<file path="config.mk">
export PLATFORM = sky130hd
export DESIGN_NAME = ccc_regs
export DESIGN_NICKNAME = d
export VERILOG_FILES = /design/src/rtl/ccc_field.v /design/src/rtl/ccc_regs.v
export VERILOG_INCLUDE_DIRS = /design/src /design/src/rtl
export SDC_FILE = /design/constraint.sdc
export NUM_CORES = 2
export LEC_CHECK = 0
export ABC_AREA = 1
export BUFFER_PORTS_ARGS = -buffer_cell sky130_fd_sc_hd__buf_2
export CORE_ASPECT_RATIO = 1.25
export CORE_MARGIN = 2
export CORE_UTILIZATION = 55
export DETAILED_ROUTE_END_ITERATION = 10
export PLACE_DENSITY = 0.75
export SLEW_MARGIN = 20
export SYNTH_ARGS = -nofsm -noshare
export SYNTH_HDL_FRONTEND = slang
export SYNTH_SLANG_ARGS = --single-unit
</file>
<file path="constraint.sdc">
create_clock -name clk -period 9.2 [get_ports clk]
set_input_delay 2.3 -clock clk [delete_from_list [all_inputs] [get_ports clk]]
set_output_delay 2.3 -clock clk [all_outputs]
set_load 0.01 [all_outputs]
</file>
<file path="src/rtl/ccc_defines.vh">
`ifndef CCC_DEFINES_VH
`define CCC_DEFINES_VH

// register indices; byte address is four times the index
`define CCC_IDX_GAIN_HIGH   8'h20
`define CCC_IDX_GAIN_LOW    8'h21
`define CCC_IDX_CH5_CONFIG  8'h22
`define CCC_IDX_W           8

// apb address layout
`define CCC_ADDR_W          12
`define CCC_ADDR_IDX_MSB    9
`define CCC_ADDR_IDX_LSB    2
`define CCC_ADDR_ALIGN      2'h0

// gain lower register field
`define CCC_GLOW_MSB        15
`define CCC_GLOW_LSB        8

// channel-5 configuration fields
`define CCC_PHASE_MSB       15
`define CCC_PHASE_LSB       6
`define CCC_DCOFF_BIT       2
`define CCC_MUX_MSB         1
`define CCC_MUX_LSB         0
`define CCC_CFG_W           13
`define CCC_STORE_PHASE_MSB 12
`define CCC_STORE_PHASE_LSB 3
`define CCC_STORE_DCOFF_BIT 2
`define CCC_STORE_MUX_MSB   1
`define CCC_STORE_MUX_LSB   0

// reset values
`define CCC_GHIGH_RST       16'h8000
`define CCC_GLOW_RST        8'h00
`define CCC_CFG_RST         13'h0000
`define CCC_DATA_ZERO       32'h00000000

// input select codes
`define CCC_MUX_PINS        2'h0
`define CCC_MUX_SHORT       2'h1
`define CCC_MUX_TEST_POS    2'h2
`define CCC_MUX_TEST_NEG    2'h3

// gain arithmetic: one lsb is 2 / 2^24, so unity is 2^23
`define CCC_GAIN_W          24
`define CCC_GAIN_FRAC       23
`define CCC_PROD_MSB        47
`define CCC_SAMPLE_MAX      24'h7FFFFF
`define CCC_SAMPLE_MIN      24'h800000
`define CCC_DC_OFF          4'h0

`endif

</file>
<file path="src/rtl/ccc_field.v">
`timescale 1ns/1ps

// one read-write register field with its own reset value
module ccc_field #(
  parameter                 WIDTH    = 8,
  parameter [WIDTH-1:0]     RESETVAL = {WIDTH{1'b0}}
) (
  input  wire               clk,        // device clock
  input  wire               rst_n,      // synchronous reset, active low
  input  wire               writeEn,    // one-cycle write strobe
  input  wire [WIDTH-1:0]   writeData,  // new field value
  output reg  [WIDTH-1:0]   value       // stored field value
);

  // store on write, reload reset value under reset
  always @(posedge clk) begin
    if (!rst_n) begin
      value <= RESETVAL;
    end else if (writeEn) begin
      value <= writeData;
    end
  end

endmodule // ccc_field

</file>
<file path="src/rtl/ccc_regs.v">
// Notes on behaviour
// - gain upper register holds gain bits 23:8 in all 16 bits, read-write.
// - gain lower register holds gain bits 7:0 in bits 15:8, read-write.
// - assembled 24-bit gain is unsigned multiplier, 0 to just under 2.
// - channel-5 bits 15:6 hold signed phase delay in modulator clock cycles.
// - filter-off bit 2 clear (reset) lets channel 5 follow global setting.
// - filter-off bit set bypasses channel-5 dc filter regardless of global.
// - select 00 routes own input pair (reset); 01 shorts converter inputs.
// - select 10 gives positive dc test signal; 11 gives negative one.
//
// Local design decision: the APB interface to the registers.
`timescale 1ns/1ps
`include "ccc_defines.vh"

module ccc_regs (
  input  wire                     clk,             // device clock, 100 MHz
  input  wire                     rst_n,           // synchronous reset, active low
  input  wire [`CCC_ADDR_W-1:0]   paddr,           // apb byte address
  input  wire                     psel,            // apb select
  input  wire                     penable,         // apb access phase
  input  wire                     pwrite,          // apb direction, high for write
  input  wire [31:0]              pwdata,          // apb write data
  input  wire [3:0]               pstrb,           // apb byte strobes
  output reg  [31:0]              prdata,          // apb read data
  output reg                      pready,          // apb ready
  output reg                      pslverr,         // apb error, unmapped address
  input  wire [3:0]               globalDcFilterSetting, // global dc filter setting
  input  wire [`CCC_GAIN_W-1:0]   ch4SampleIn,     // channel-4 signed sample
  output reg  [`CCC_GAIN_W-1:0]   ch4SampleScaled, // channel-4 sample times gain
  output reg  [`CCC_GAIN_W-1:0]   ch4GainCal,      // assembled gain word
  output reg  [9:0]               ch5PhaseDelay,   // signed phase delay
  output reg  [3:0]               ch5DcFilterSetting, // effective dc setting
  output reg                      ch5DcFilterBypass,  // dc filter bypassed
  output reg  [1:0]               ch5InputSelect,  // raw input select
  output reg                      ch5RoutePins,    // own input pair routed
  output reg                      ch5ShortInputs,  // converter inputs shorted
  output reg                      ch5TestPos,      // positive dc test signal
  output reg                      ch5TestNeg       // negative dc test signal
);

  // stored fields
  wire [15:0]                     gainHigh;        // gain bits 23:8
  wire [7:0]                      gainLow;         // gain bits 7:0
  wire [`CCC_CFG_W-1:0]           ch5Config;       // phase, filter-off, select

  // decode and access qualifiers
  wire [`CCC_IDX_W-1:0]           regIndex;
  wire                            aligned;
  reg                             hitGainHigh;
  reg                             hitGainLow;
  reg                             hitCh5Config;
  reg                             mapped;
  wire                            accessDone;
  wire                            accessWait;
  wire                            writeOk;
  wire                            wrGainHigh;
  wire                            wrGainLow;
  wire                            wrCh5Config;

  // write data with byte strobes merged over current contents
  reg  [15:0]                     mergedHigh;
  reg  [15:0]                     mergedLow;
  reg  [15:0]                     mergedCfg;
  reg  [31:0]                     readValue;

  // next values of the bus answer
  reg                             next_pready;
  reg  [31:0]                     next_prdata;
  reg                             next_pslverr;

  // gain arithmetic
  wire [`CCC_GAIN_W-1:0]          gainWord;
  wire signed [`CCC_GAIN_W:0]     gainSigned;
  wire signed [`CCC_GAIN_W-1:0]   sampleSigned;
  wire signed [48:0]              product;
  wire signed [24:0]              scaledWide;
  reg  [`CCC_GAIN_W-1:0]          next_scaled;

  // channel-5 decoded controls
  wire [9:0]                      phaseField;
  wire                            dcOffField;
  wire [1:0]                      muxField;

  // register index and alignment of the byte address
  assign regIndex = paddr[`CCC_ADDR_IDX_MSB:`CCC_ADDR_IDX_LSB];
  assign aligned  = (paddr[1:0] == `CCC_ADDR_ALIGN) &&
                    (paddr[`CCC_ADDR_W-1:`CCC_ADDR_IDX_MSB+1] == 2'h0);

  // address decode
  always @* begin
    hitGainHigh = 1'b0;
    hitGainLow  = 1'b0;
    hitCh5Config = 1'b0;
    if (!aligned) begin
      hitGainHigh = 1'b0;
    end else if (regIndex == `CCC_IDX_GAIN_HIGH) begin
      hitGainHigh = 1'b1;
    end else if (regIndex == `CCC_IDX_GAIN_LOW) begin
      hitGainLow = 1'b1;
    end else if (regIndex == `CCC_IDX_CH5_CONFIG) begin
      hitCh5Config = 1'b1;
    end
    mapped = hitGainHigh | hitGainLow | hitCh5Config;
  end

  // one wait state: ready rises in the second access cycle
  assign accessWait = psel & penable & ~pready;
  assign accessDone = psel & penable & pready;
  assign writeOk    = accessDone & pwrite & mapped;
  assign wrGainHigh = writeOk & hitGainHigh;
  assign wrGainLow  = writeOk & hitGainLow;
  assign wrCh5Config = writeOk & hitCh5Config;

  // read image of each register
  always @* begin
    readValue = `CCC_DATA_ZERO;
    if (hitGainHigh) begin
      readValue[15:0] = gainHigh;
    end else if (hitGainLow) begin
      readValue[`CCC_GLOW_MSB:`CCC_GLOW_LSB] = gainLow;
      readValue[`CCC_GLOW_LSB-1:0] = 8'h00;
    end else if (hitCh5Config) begin
      readValue[`CCC_PHASE_MSB:`CCC_PHASE_LSB] = phaseField;
      readValue[`CCC_DCOFF_BIT] = dcOffField;
      readValue[`CCC_MUX_MSB:`CCC_MUX_LSB] = muxField;
      readValue[`CCC_PHASE_LSB-1:`CCC_DCOFF_BIT+1] = 3'h0;
    end
  end

  // byte-strobe merge; reserved bits never reach storage
  always @* begin
    mergedHigh = gainHigh;
    mergedLow  = {gainLow, 8'h00};
    mergedCfg  = {phaseField, 3'h0, dcOffField, muxField};
    if (pstrb[0]) begin
      mergedHigh[7:0] = pwdata[7:0];
      mergedCfg[7:0]  = pwdata[7:0];
    end
    if (pstrb[1]) begin
      mergedHigh[15:8] = pwdata[15:8];
      mergedLow[15:8]  = pwdata[15:8];
      mergedCfg[15:8]  = pwdata[15:8];
    end
  end

  ccc_field #(
    .WIDTH    (16),
    .RESETVAL (`CCC_GHIGH_RST)
  ) uGainHigh (
    .clk       (clk),
    .rst_n     (rst_n),
    .writeEn   (wrGainHigh),
    .writeData (mergedHigh),
    .value     (gainHigh)
  );

  // lower gain storage, low byte dropped
  ccc_field #(
    .WIDTH    (8),
    .RESETVAL (`CCC_GLOW_RST)
  ) uGainLow (
    .clk       (clk),
    .rst_n     (rst_n),
    .writeEn   (wrGainLow),
    .writeData (mergedLow[`CCC_GLOW_MSB:`CCC_GLOW_LSB]),
    .value     (gainLow)
  );

  // bits 5:3 left out of channel-5 storage
  ccc_field #(
    .WIDTH    (`CCC_CFG_W),
    .RESETVAL (`CCC_CFG_RST)
  ) uCh5Config (
    .clk       (clk),
    .rst_n     (rst_n),
    .writeEn   (wrCh5Config),
    .writeData ({mergedCfg[`CCC_PHASE_MSB:`CCC_PHASE_LSB],
                 mergedCfg[`CCC_DCOFF_BIT],
                 mergedCfg[`CCC_MUX_MSB:`CCC_MUX_LSB]}),
    .value     (ch5Config)
  );

  // stored channel-5 fields, reserved bits already squeezed out
  assign phaseField = ch5Config[`CCC_STORE_PHASE_MSB:`CCC_STORE_PHASE_LSB];
  assign dcOffField = ch5Config[`CCC_STORE_DCOFF_BIT];
  assign muxField   = ch5Config[`CCC_STORE_MUX_MSB:`CCC_STORE_MUX_LSB];

  // bus answer for the cycle after this one
  always @* begin
    next_pready  = accessWait;
    next_prdata  = prdata;
    next_pslverr = 1'b0;
    if (accessWait) begin
      next_pslverr = ~mapped;
      if (!pwrite && mapped) begin
        next_prdata = readValue;
      end else begin
        next_prdata = `CCC_DATA_ZERO;
      end
    end
  end

  // bus answer registers
  always @(posedge clk) begin
    if (!rst_n) begin
      pready  <= 1'b0;
      prdata  <= `CCC_DATA_ZERO;
      pslverr <= 1'b0;
    end else begin
      pready  <= next_pready;
      prdata  <= next_prdata;
      pslverr <= next_pslverr;
    end
  end

  // unsigned gain against signed sample, unity at 2^23
  assign gainWord     = {gainHigh, gainLow};
  assign gainSigned   = $signed({1'b0, gainWord});
  assign sampleSigned = $signed(ch4SampleIn);
  assign product      = sampleSigned * gainSigned;
  assign scaledWide   = product[`CCC_PROD_MSB:`CCC_GAIN_FRAC];

  // saturate the scaled sample to 24 bits
  always @* begin
    if (scaledWide > $signed({1'b0, `CCC_SAMPLE_MAX})) begin
      next_scaled = `CCC_SAMPLE_MAX;
    end else if (scaledWide < $signed({1'b1, `CCC_SAMPLE_MIN})) begin
      next_scaled = `CCC_SAMPLE_MIN;
    end else begin
      next_scaled = scaledWide[`CCC_GAIN_W-1:0];
    end
  end

  // channel-4 assembled gain word, mixed while halves are rewritten
  always @(posedge clk) begin
    if (!rst_n) begin
      ch4GainCal <= {`CCC_GHIGH_RST, `CCC_GLOW_RST};
    end else begin
      ch4GainCal <= gainWord;
    end
  end

  // channel-4 scaled sample, one cycle behind the input
  always @(posedge clk) begin
    if (!rst_n) begin
      ch4SampleScaled <= {`CCC_GAIN_W{1'b0}};
    end else begin
      ch4SampleScaled <= next_scaled;
    end
  end

  // channel-5 phase delay
  always @(posedge clk) begin
    if (!rst_n) begin
      ch5PhaseDelay <= 10'h000;
    end else begin
      ch5PhaseDelay <= phaseField;
    end
  end

  // channel-5 dc filter control
  always @(posedge clk) begin
    if (!rst_n) begin
      ch5DcFilterSetting <= `CCC_DC_OFF;
      ch5DcFilterBypass  <= 1'b0;
    end else begin
      if (dcOffField) begin
        ch5DcFilterSetting <= `CCC_DC_OFF;
        ch5DcFilterBypass  <= 1'b1;
      end else begin
        ch5DcFilterSetting <= globalDcFilterSetting;
        ch5DcFilterBypass  <= (globalDcFilterSetting == `CCC_DC_OFF);
      end
    end
  end

  // channel-5 raw input select
  always @(posedge clk) begin
    if (!rst_n) begin
      ch5InputSelect <= `CCC_MUX_PINS;
    end else begin
      ch5InputSelect <= muxField;
    end
  end

  // channel-5 input routing, one-hot
  always @(posedge clk) begin
    if (!rst_n) begin
      ch5RoutePins   <= 1'b1;
      ch5ShortInputs <= 1'b0;
      ch5TestPos     <= 1'b0;
      ch5TestNeg     <= 1'b0;
    end else begin
      ch5RoutePins   <= (muxField == `CCC_MUX_PINS);
      ch5ShortInputs <= (muxField == `CCC_MUX_SHORT);
      ch5TestPos     <= (muxField == `CCC_MUX_TEST_POS);
      ch5TestNeg     <= (muxField == `CCC_MUX_TEST_NEG);
    end
  end

endmodule // ccc_regs

</file>
; After elaboration in Yosys (flattened, before gate mapping)
; Index checks and enable logic that the tools add are counted.
[op_classes]
n_mul = 1
magnitude_cmp = 2
eq_ne = 6
mux = 16
n_bitwise = 13
reduce_logical = 15
[ops]
columns = cell, n
row1 = $mux W16, 4
row2 = $mul A24 B25 Y48, 1
row3 = $gt A25 B24 Y1 const B, 1
row4 = $lt A25 B24 Y1 const B, 1
row5 = $eq A8 B6 Y1 const B, 3
row6 = $mux W24, 1
row7 = $mux W23, 1
row8 = $reduce_and A2 Y1, 6
row9 = $mux W1, 10
row10 = $and A1 B1 Y1, 8
row11 = $logic_not A2 Y1, 3
row12 = $eq A2 B2 Y1 const B, 2
row13 = $logic_not A4 Y1, 1
row14 = $reduce_or A2 Y1, 2
row15 = $not A1 Y1, 3
row16 = $eq A2 B1 Y1 const B, 1
row17 = $logic_and A1 B1 Y1, 2
row18 = $or A1 B1 Y1, 2
row19 = $logic_not A1 Y1, 1
[totals]
register_bits = 140
input_bits = 81
output_inout_bits = 103
wordCells = 72

; Longest topological paths before layout
[logic_depth]
depth_word = 9
ltp_mapped = 34
mapped_depth_nobuf = 31

; Modules after synthesis
; Synthesis repeated with hierarchy kept, for this count alone.
[hier_totals]
hier_cells = 3444
area_unflattened_um2 = 25338.1
[by_module_without_submodules]
columns = module, instances, cells_per_inst, area_each_um2, seq_area_each_um2
row1 = ccc_regs, 1, 3211, 23764.0, 1741.7
row2 = ccc_field at uGainHigh, 1, 100, 671.9, 320.3
row3 = ccc_field at uCh5Config, 1, 82, 545.5, 260.2
row4 = ccc_field at uGainLow, 1, 51, 356.6, 160.2

; Least setup slack after synthesis
; Ideal clock, no wire load.
[synth_path]
path_kind = input port to flip-flop
startpoint = in ch4SampleIn[23]
endpoint = reg ch4SampleScaled[3]
setup_ns = 0.118
t_arrival_ns = 7.925
t_required_ns = 9.082
setup_slack_ns = 1.157
path_stages = 30
n_path_buf = 3
cell_sequence = buf_2 -> inv_1 -> clkbuf_1 -> nor2_1 -> fa_1 -> inv_1 -> fa_1 -> fa_1 -> inv_1 -> fa_1 -> fa_1 -> fa_1 -> inv_1 -> fa_1 -> inv_1 -> ha_1 -> nand2_2 -> nor2_4 -> inv_2 -> nor2_4 -> nand2_1 -> nor2_1 -> nand2_1 -> nand3_1 -> nand2_1 -> nand2_2 -> nand2_2 -> nand2_4 -> buf_12 -> o21ai_2
[synth_between]
elab_chain_len = 4
elab_cells_between_ends = 5
classes_between = mul: 1 / order compare: 2 / mux: 2
[synth_lines]
columns = item, line_no
row1 = from (decl), ccc_regs.v:28  ; input wire [`CCC_GAIN_W-1:0] ch4SampleIn,
row2 = $mul A24 B25 Y48 *, ccc_regs.v:220  ; assign product = sampleSigned * gainSigned;
row3 = $lt A25 B24 Y1, ccc_regs.v:227  ; end else if (scaledWide < $signed({1'b1, `CCC_SAMPLE_MIN})) begin
row4 = $mux W24, ccc_regs.v:227
row5 = $mux W23 *, ccc_regs.v:225  ; if (scaledWide > $signed({1'b0, `CCC_SAMPLE_MAX})) begin
row6 = to (signal assigned), ccc_regs.v:246  ; ch4SampleScaled <= {`CCC_GAIN_W{1'b0}};
row7 = to (signal assigned), ccc_regs.v:248  ; ch4SampleScaled <= next_scaled;
row8 = to (decl), ccc_regs.v:29  ; output reg [`CCC_GAIN_W-1:0] ch4SampleScaled,
; Mark *: on every way between the ends. The rest lies on a longest branch, timed or not.
; A chain may end at the register's enable or synchronous reset.

; Worst setup path in the final report
[layout_path]
startpoint = in ch4SampleIn[12]
endpoint = reg ch4SampleScaled[17]
; The elaborated chain is that of the path after synthesis.

==> reports/results.ini <==
[detailed_routing]
wl_per_cell_um = 16.14
routed-via-count = 19950
drc = 0
via_per_inst = 5.090
drtIter0Drc = 1262
drt_pass1_iterations = 5
drt_wl_total_mm = 63.28
ant_nets = 0

[worst_setup_path]
slowest_delay_ns = 0.62
cp_max_fo = 24
cp_slowest_cell = fa_1
crit_type = input pin to flop
path_common_cell = fa_1
critPathArrivalTime_ns = 8.85
crit_required_ns = 9.54
end_kind = flop
cp-start-kind = input pin
r2r_slack_ns = 1.98
ff2ff_path_depth = 29

[final_layout]
area_growth_pct = 7.652
diodes = 0
nNetsFinal = 4090
stdcell_area_mm2 = 0.02639
multi_input_area_mm2 = 0.01773
ff_latch_area_mm2 = 0.002484
drive_above_1_share = 0.08333
num-fill-cells = 3979

[clocking]
path_clk_slew_ns = 0.06
postCtsSetupBuffers = 0
htreeDepth = 4
worstSkewPairLatency_ns = 0.46
hold_buffers = 0
ctsResizeCount = 0
cts-root-buf = clkbuf_16
clockBufferDepth = 2
cts_tree = yes
cts.sinks = 124
numCtsBuffers = 17

[power]
ir_worst_vdd_v = 0.0002195
power.density_mw_per_mm2 = 68.42
p_leak_nw = 15.98

[die]
die_h_um = 240.0
die_x_um = 192.8
start_util = 0.5569
rows = 86
core_mm2 = 0.04401
dieArea_mm2 = 0.04628
io_pins = 184

[timing]
min_period_ns = 8.515
slew_headroom = 0.2965
finalSetupTns_ns = 0
setup_viol = 0
fin_worst_skew_ns = 0.01995
period_share = 0.9255
whs_ns = 0.4245
rsz0062_at_grt = no
max_freq_ghz = 0.1174
maxSlewViolCount = 0
hold_violations = 0
worst_slew_pin_slew_ns = 1.054

[synth]
async_reset_ff_frac = 0
yosysWarnings = 0
yosys.area.top_type = fa_1
synth-main-ff-cell = dfxtp_1
netlist_top_cells_area = fa_1, inv_1, nand2_1
synth_edf_count = 0
synth_top_area_frac = 0.3929
syn_area_mm2 = 0.02451
synth.avg_cell_area_um2 = 7.541
ys_seq_area_frac = 0.1013
synthTopCellsByCount = inv_1, nand2_1, fa_1
ys_seq_elements = 124
synth_cell_type_count = 43
syn_inst = 3250
synth_most_common_cell = inv_1

[run_status]
status = complete, no violations

[grt]
grt_max_degree = 77
grt_first_pass_wirelength_mm = 105.3
grt_pass1_vias = 21070
grtUsageTotal = 0.2941
antenna_found_initial = 0
gr-total-overflow = 0

[min_path]
min_path_cells = 2
hold_path_class = flop to flop

[place]
gp_congestion = 0.9097
placed_area_mm2 = 0.02579
portBuffers = 149
dp_hpwl_mm = 50.68

[job]
drv_cap = 0

-- critical path: cells and delay by family --
kind	cells	cell delay [ns]
and+or+nand+nor	12	1.42
AOI/OAI and AO/OA	1	0.07
adders and majority gates	8	3.98
buffers and inverters	8	1.06
-- final cells by class --
| type | count | area share |
|---|---|---|
| multi-input cells | 2009 | 0.6719 |
| inverters | 977 | 0.1390 |
| flip-flops and latches | 124 | 0.09413 |
| repair buffers | 207 | 0.04524 |
| well taps | 572 | 0.02712 |
| clock buffers | 17 | 0.01612 |
| clock inverters | 14 | 0.006449 |
-- placed cells by master, fill, tap and decap left out, types with 9 or more instances in the layout --
cell type  count
inv_1        974
xnor2_1       10
conb_1        16
o21ai_2       14
fa_1         481
nor3_1        11
dfxtp_1      123
buf_4         57
o21bai_1      12
nor2_1       135
buf_2        149
nand4_1        9
nand2_1      882
ha_1         192
a21oi_1       72
o21ai_0       68
nand3_1       36
o211ai_1      10
clkbuf_16     17
-- power by group --
part / leakage [nW] / switching (W) / internal (W)
Combinational: 14.7 / 0.000344 / 0.000179
Clock: 0.282 / 0.000287 / 0.000424
Sequential: 1.01 / 0.00000757 / 0.000564
Total: 16.0 / 0.000639 / 0.00117
-- registers in the layout, summed over array words and instances, names as in the netlist --
register and cells:
ch5DcFilterBypass 1, ch5PhaseDelay 10, ch5DcFilterSetting 4, prdata 16, pslverr 1, uGainLow.value 8
ch5InputSelect 2, ch4SampleScaled 24, pready 1, ch5RoutePins 1, ch5ShortInputs 1, ch4GainCal 24
ch5TestPos 1, uGainHigh.value 16, uCh5Config.value 13, ch5TestNeg 1
-- per-stage QoR --
step / setup WS, ns / total power (W) / util / std cells
final: 0.6854 / 0.001805 / 0.5995 / 3920
after global routing: 0.3393 / 0.001899 / 0.5995 / 3920
after CTS: 0.7482 / 0.001809 / 0.5995 / 3920
after detailed placement: 0.3391 / 0.001094 / 0.5860 / 3889
after global placement: 0.3938 / 0.001096 / 0.5860 / 3889
after floorplan: 1.157 / 0.0009219 / - / 3265
-- per-layer routing --
| layer | vias up | wire length, um | global-route usage |
|---|---|---|---|
| met5 | - | 0 | 0 |
| met4 | 0 | 2378 | 0.1157 |
| met3 | 170 | 4898 | 0.04758 |
| met2 | 793 | 31110 | 0.5098 |
| met1 | 9673 | 24890 | 0.3656 |
| li1 | 9318 | - | - |
-- worst paths after layout --
kind | start | to
max | ch4SampleIn[12] | ch4SampleScaled[17]
min | uCh5Config.value[7] | ch5PhaseDelay[4]
max reg2reg | uGainHigh.value[0] | ch4SampleScaled[17]
min reg2reg | uCh5Config.value[7] | ch5PhaseDelay[4]
-- cells by family after synthesis --
logic type | share of synthesized area
fa+ha+maj | 0.4909
other cells | 0.0001530
simple gates | 0.1786
compound gates | 0.04610
flops | 0.1013
xor+xnor | 0.005360
buf+inv | 0.1777
(Power assumes the default switching activity.)
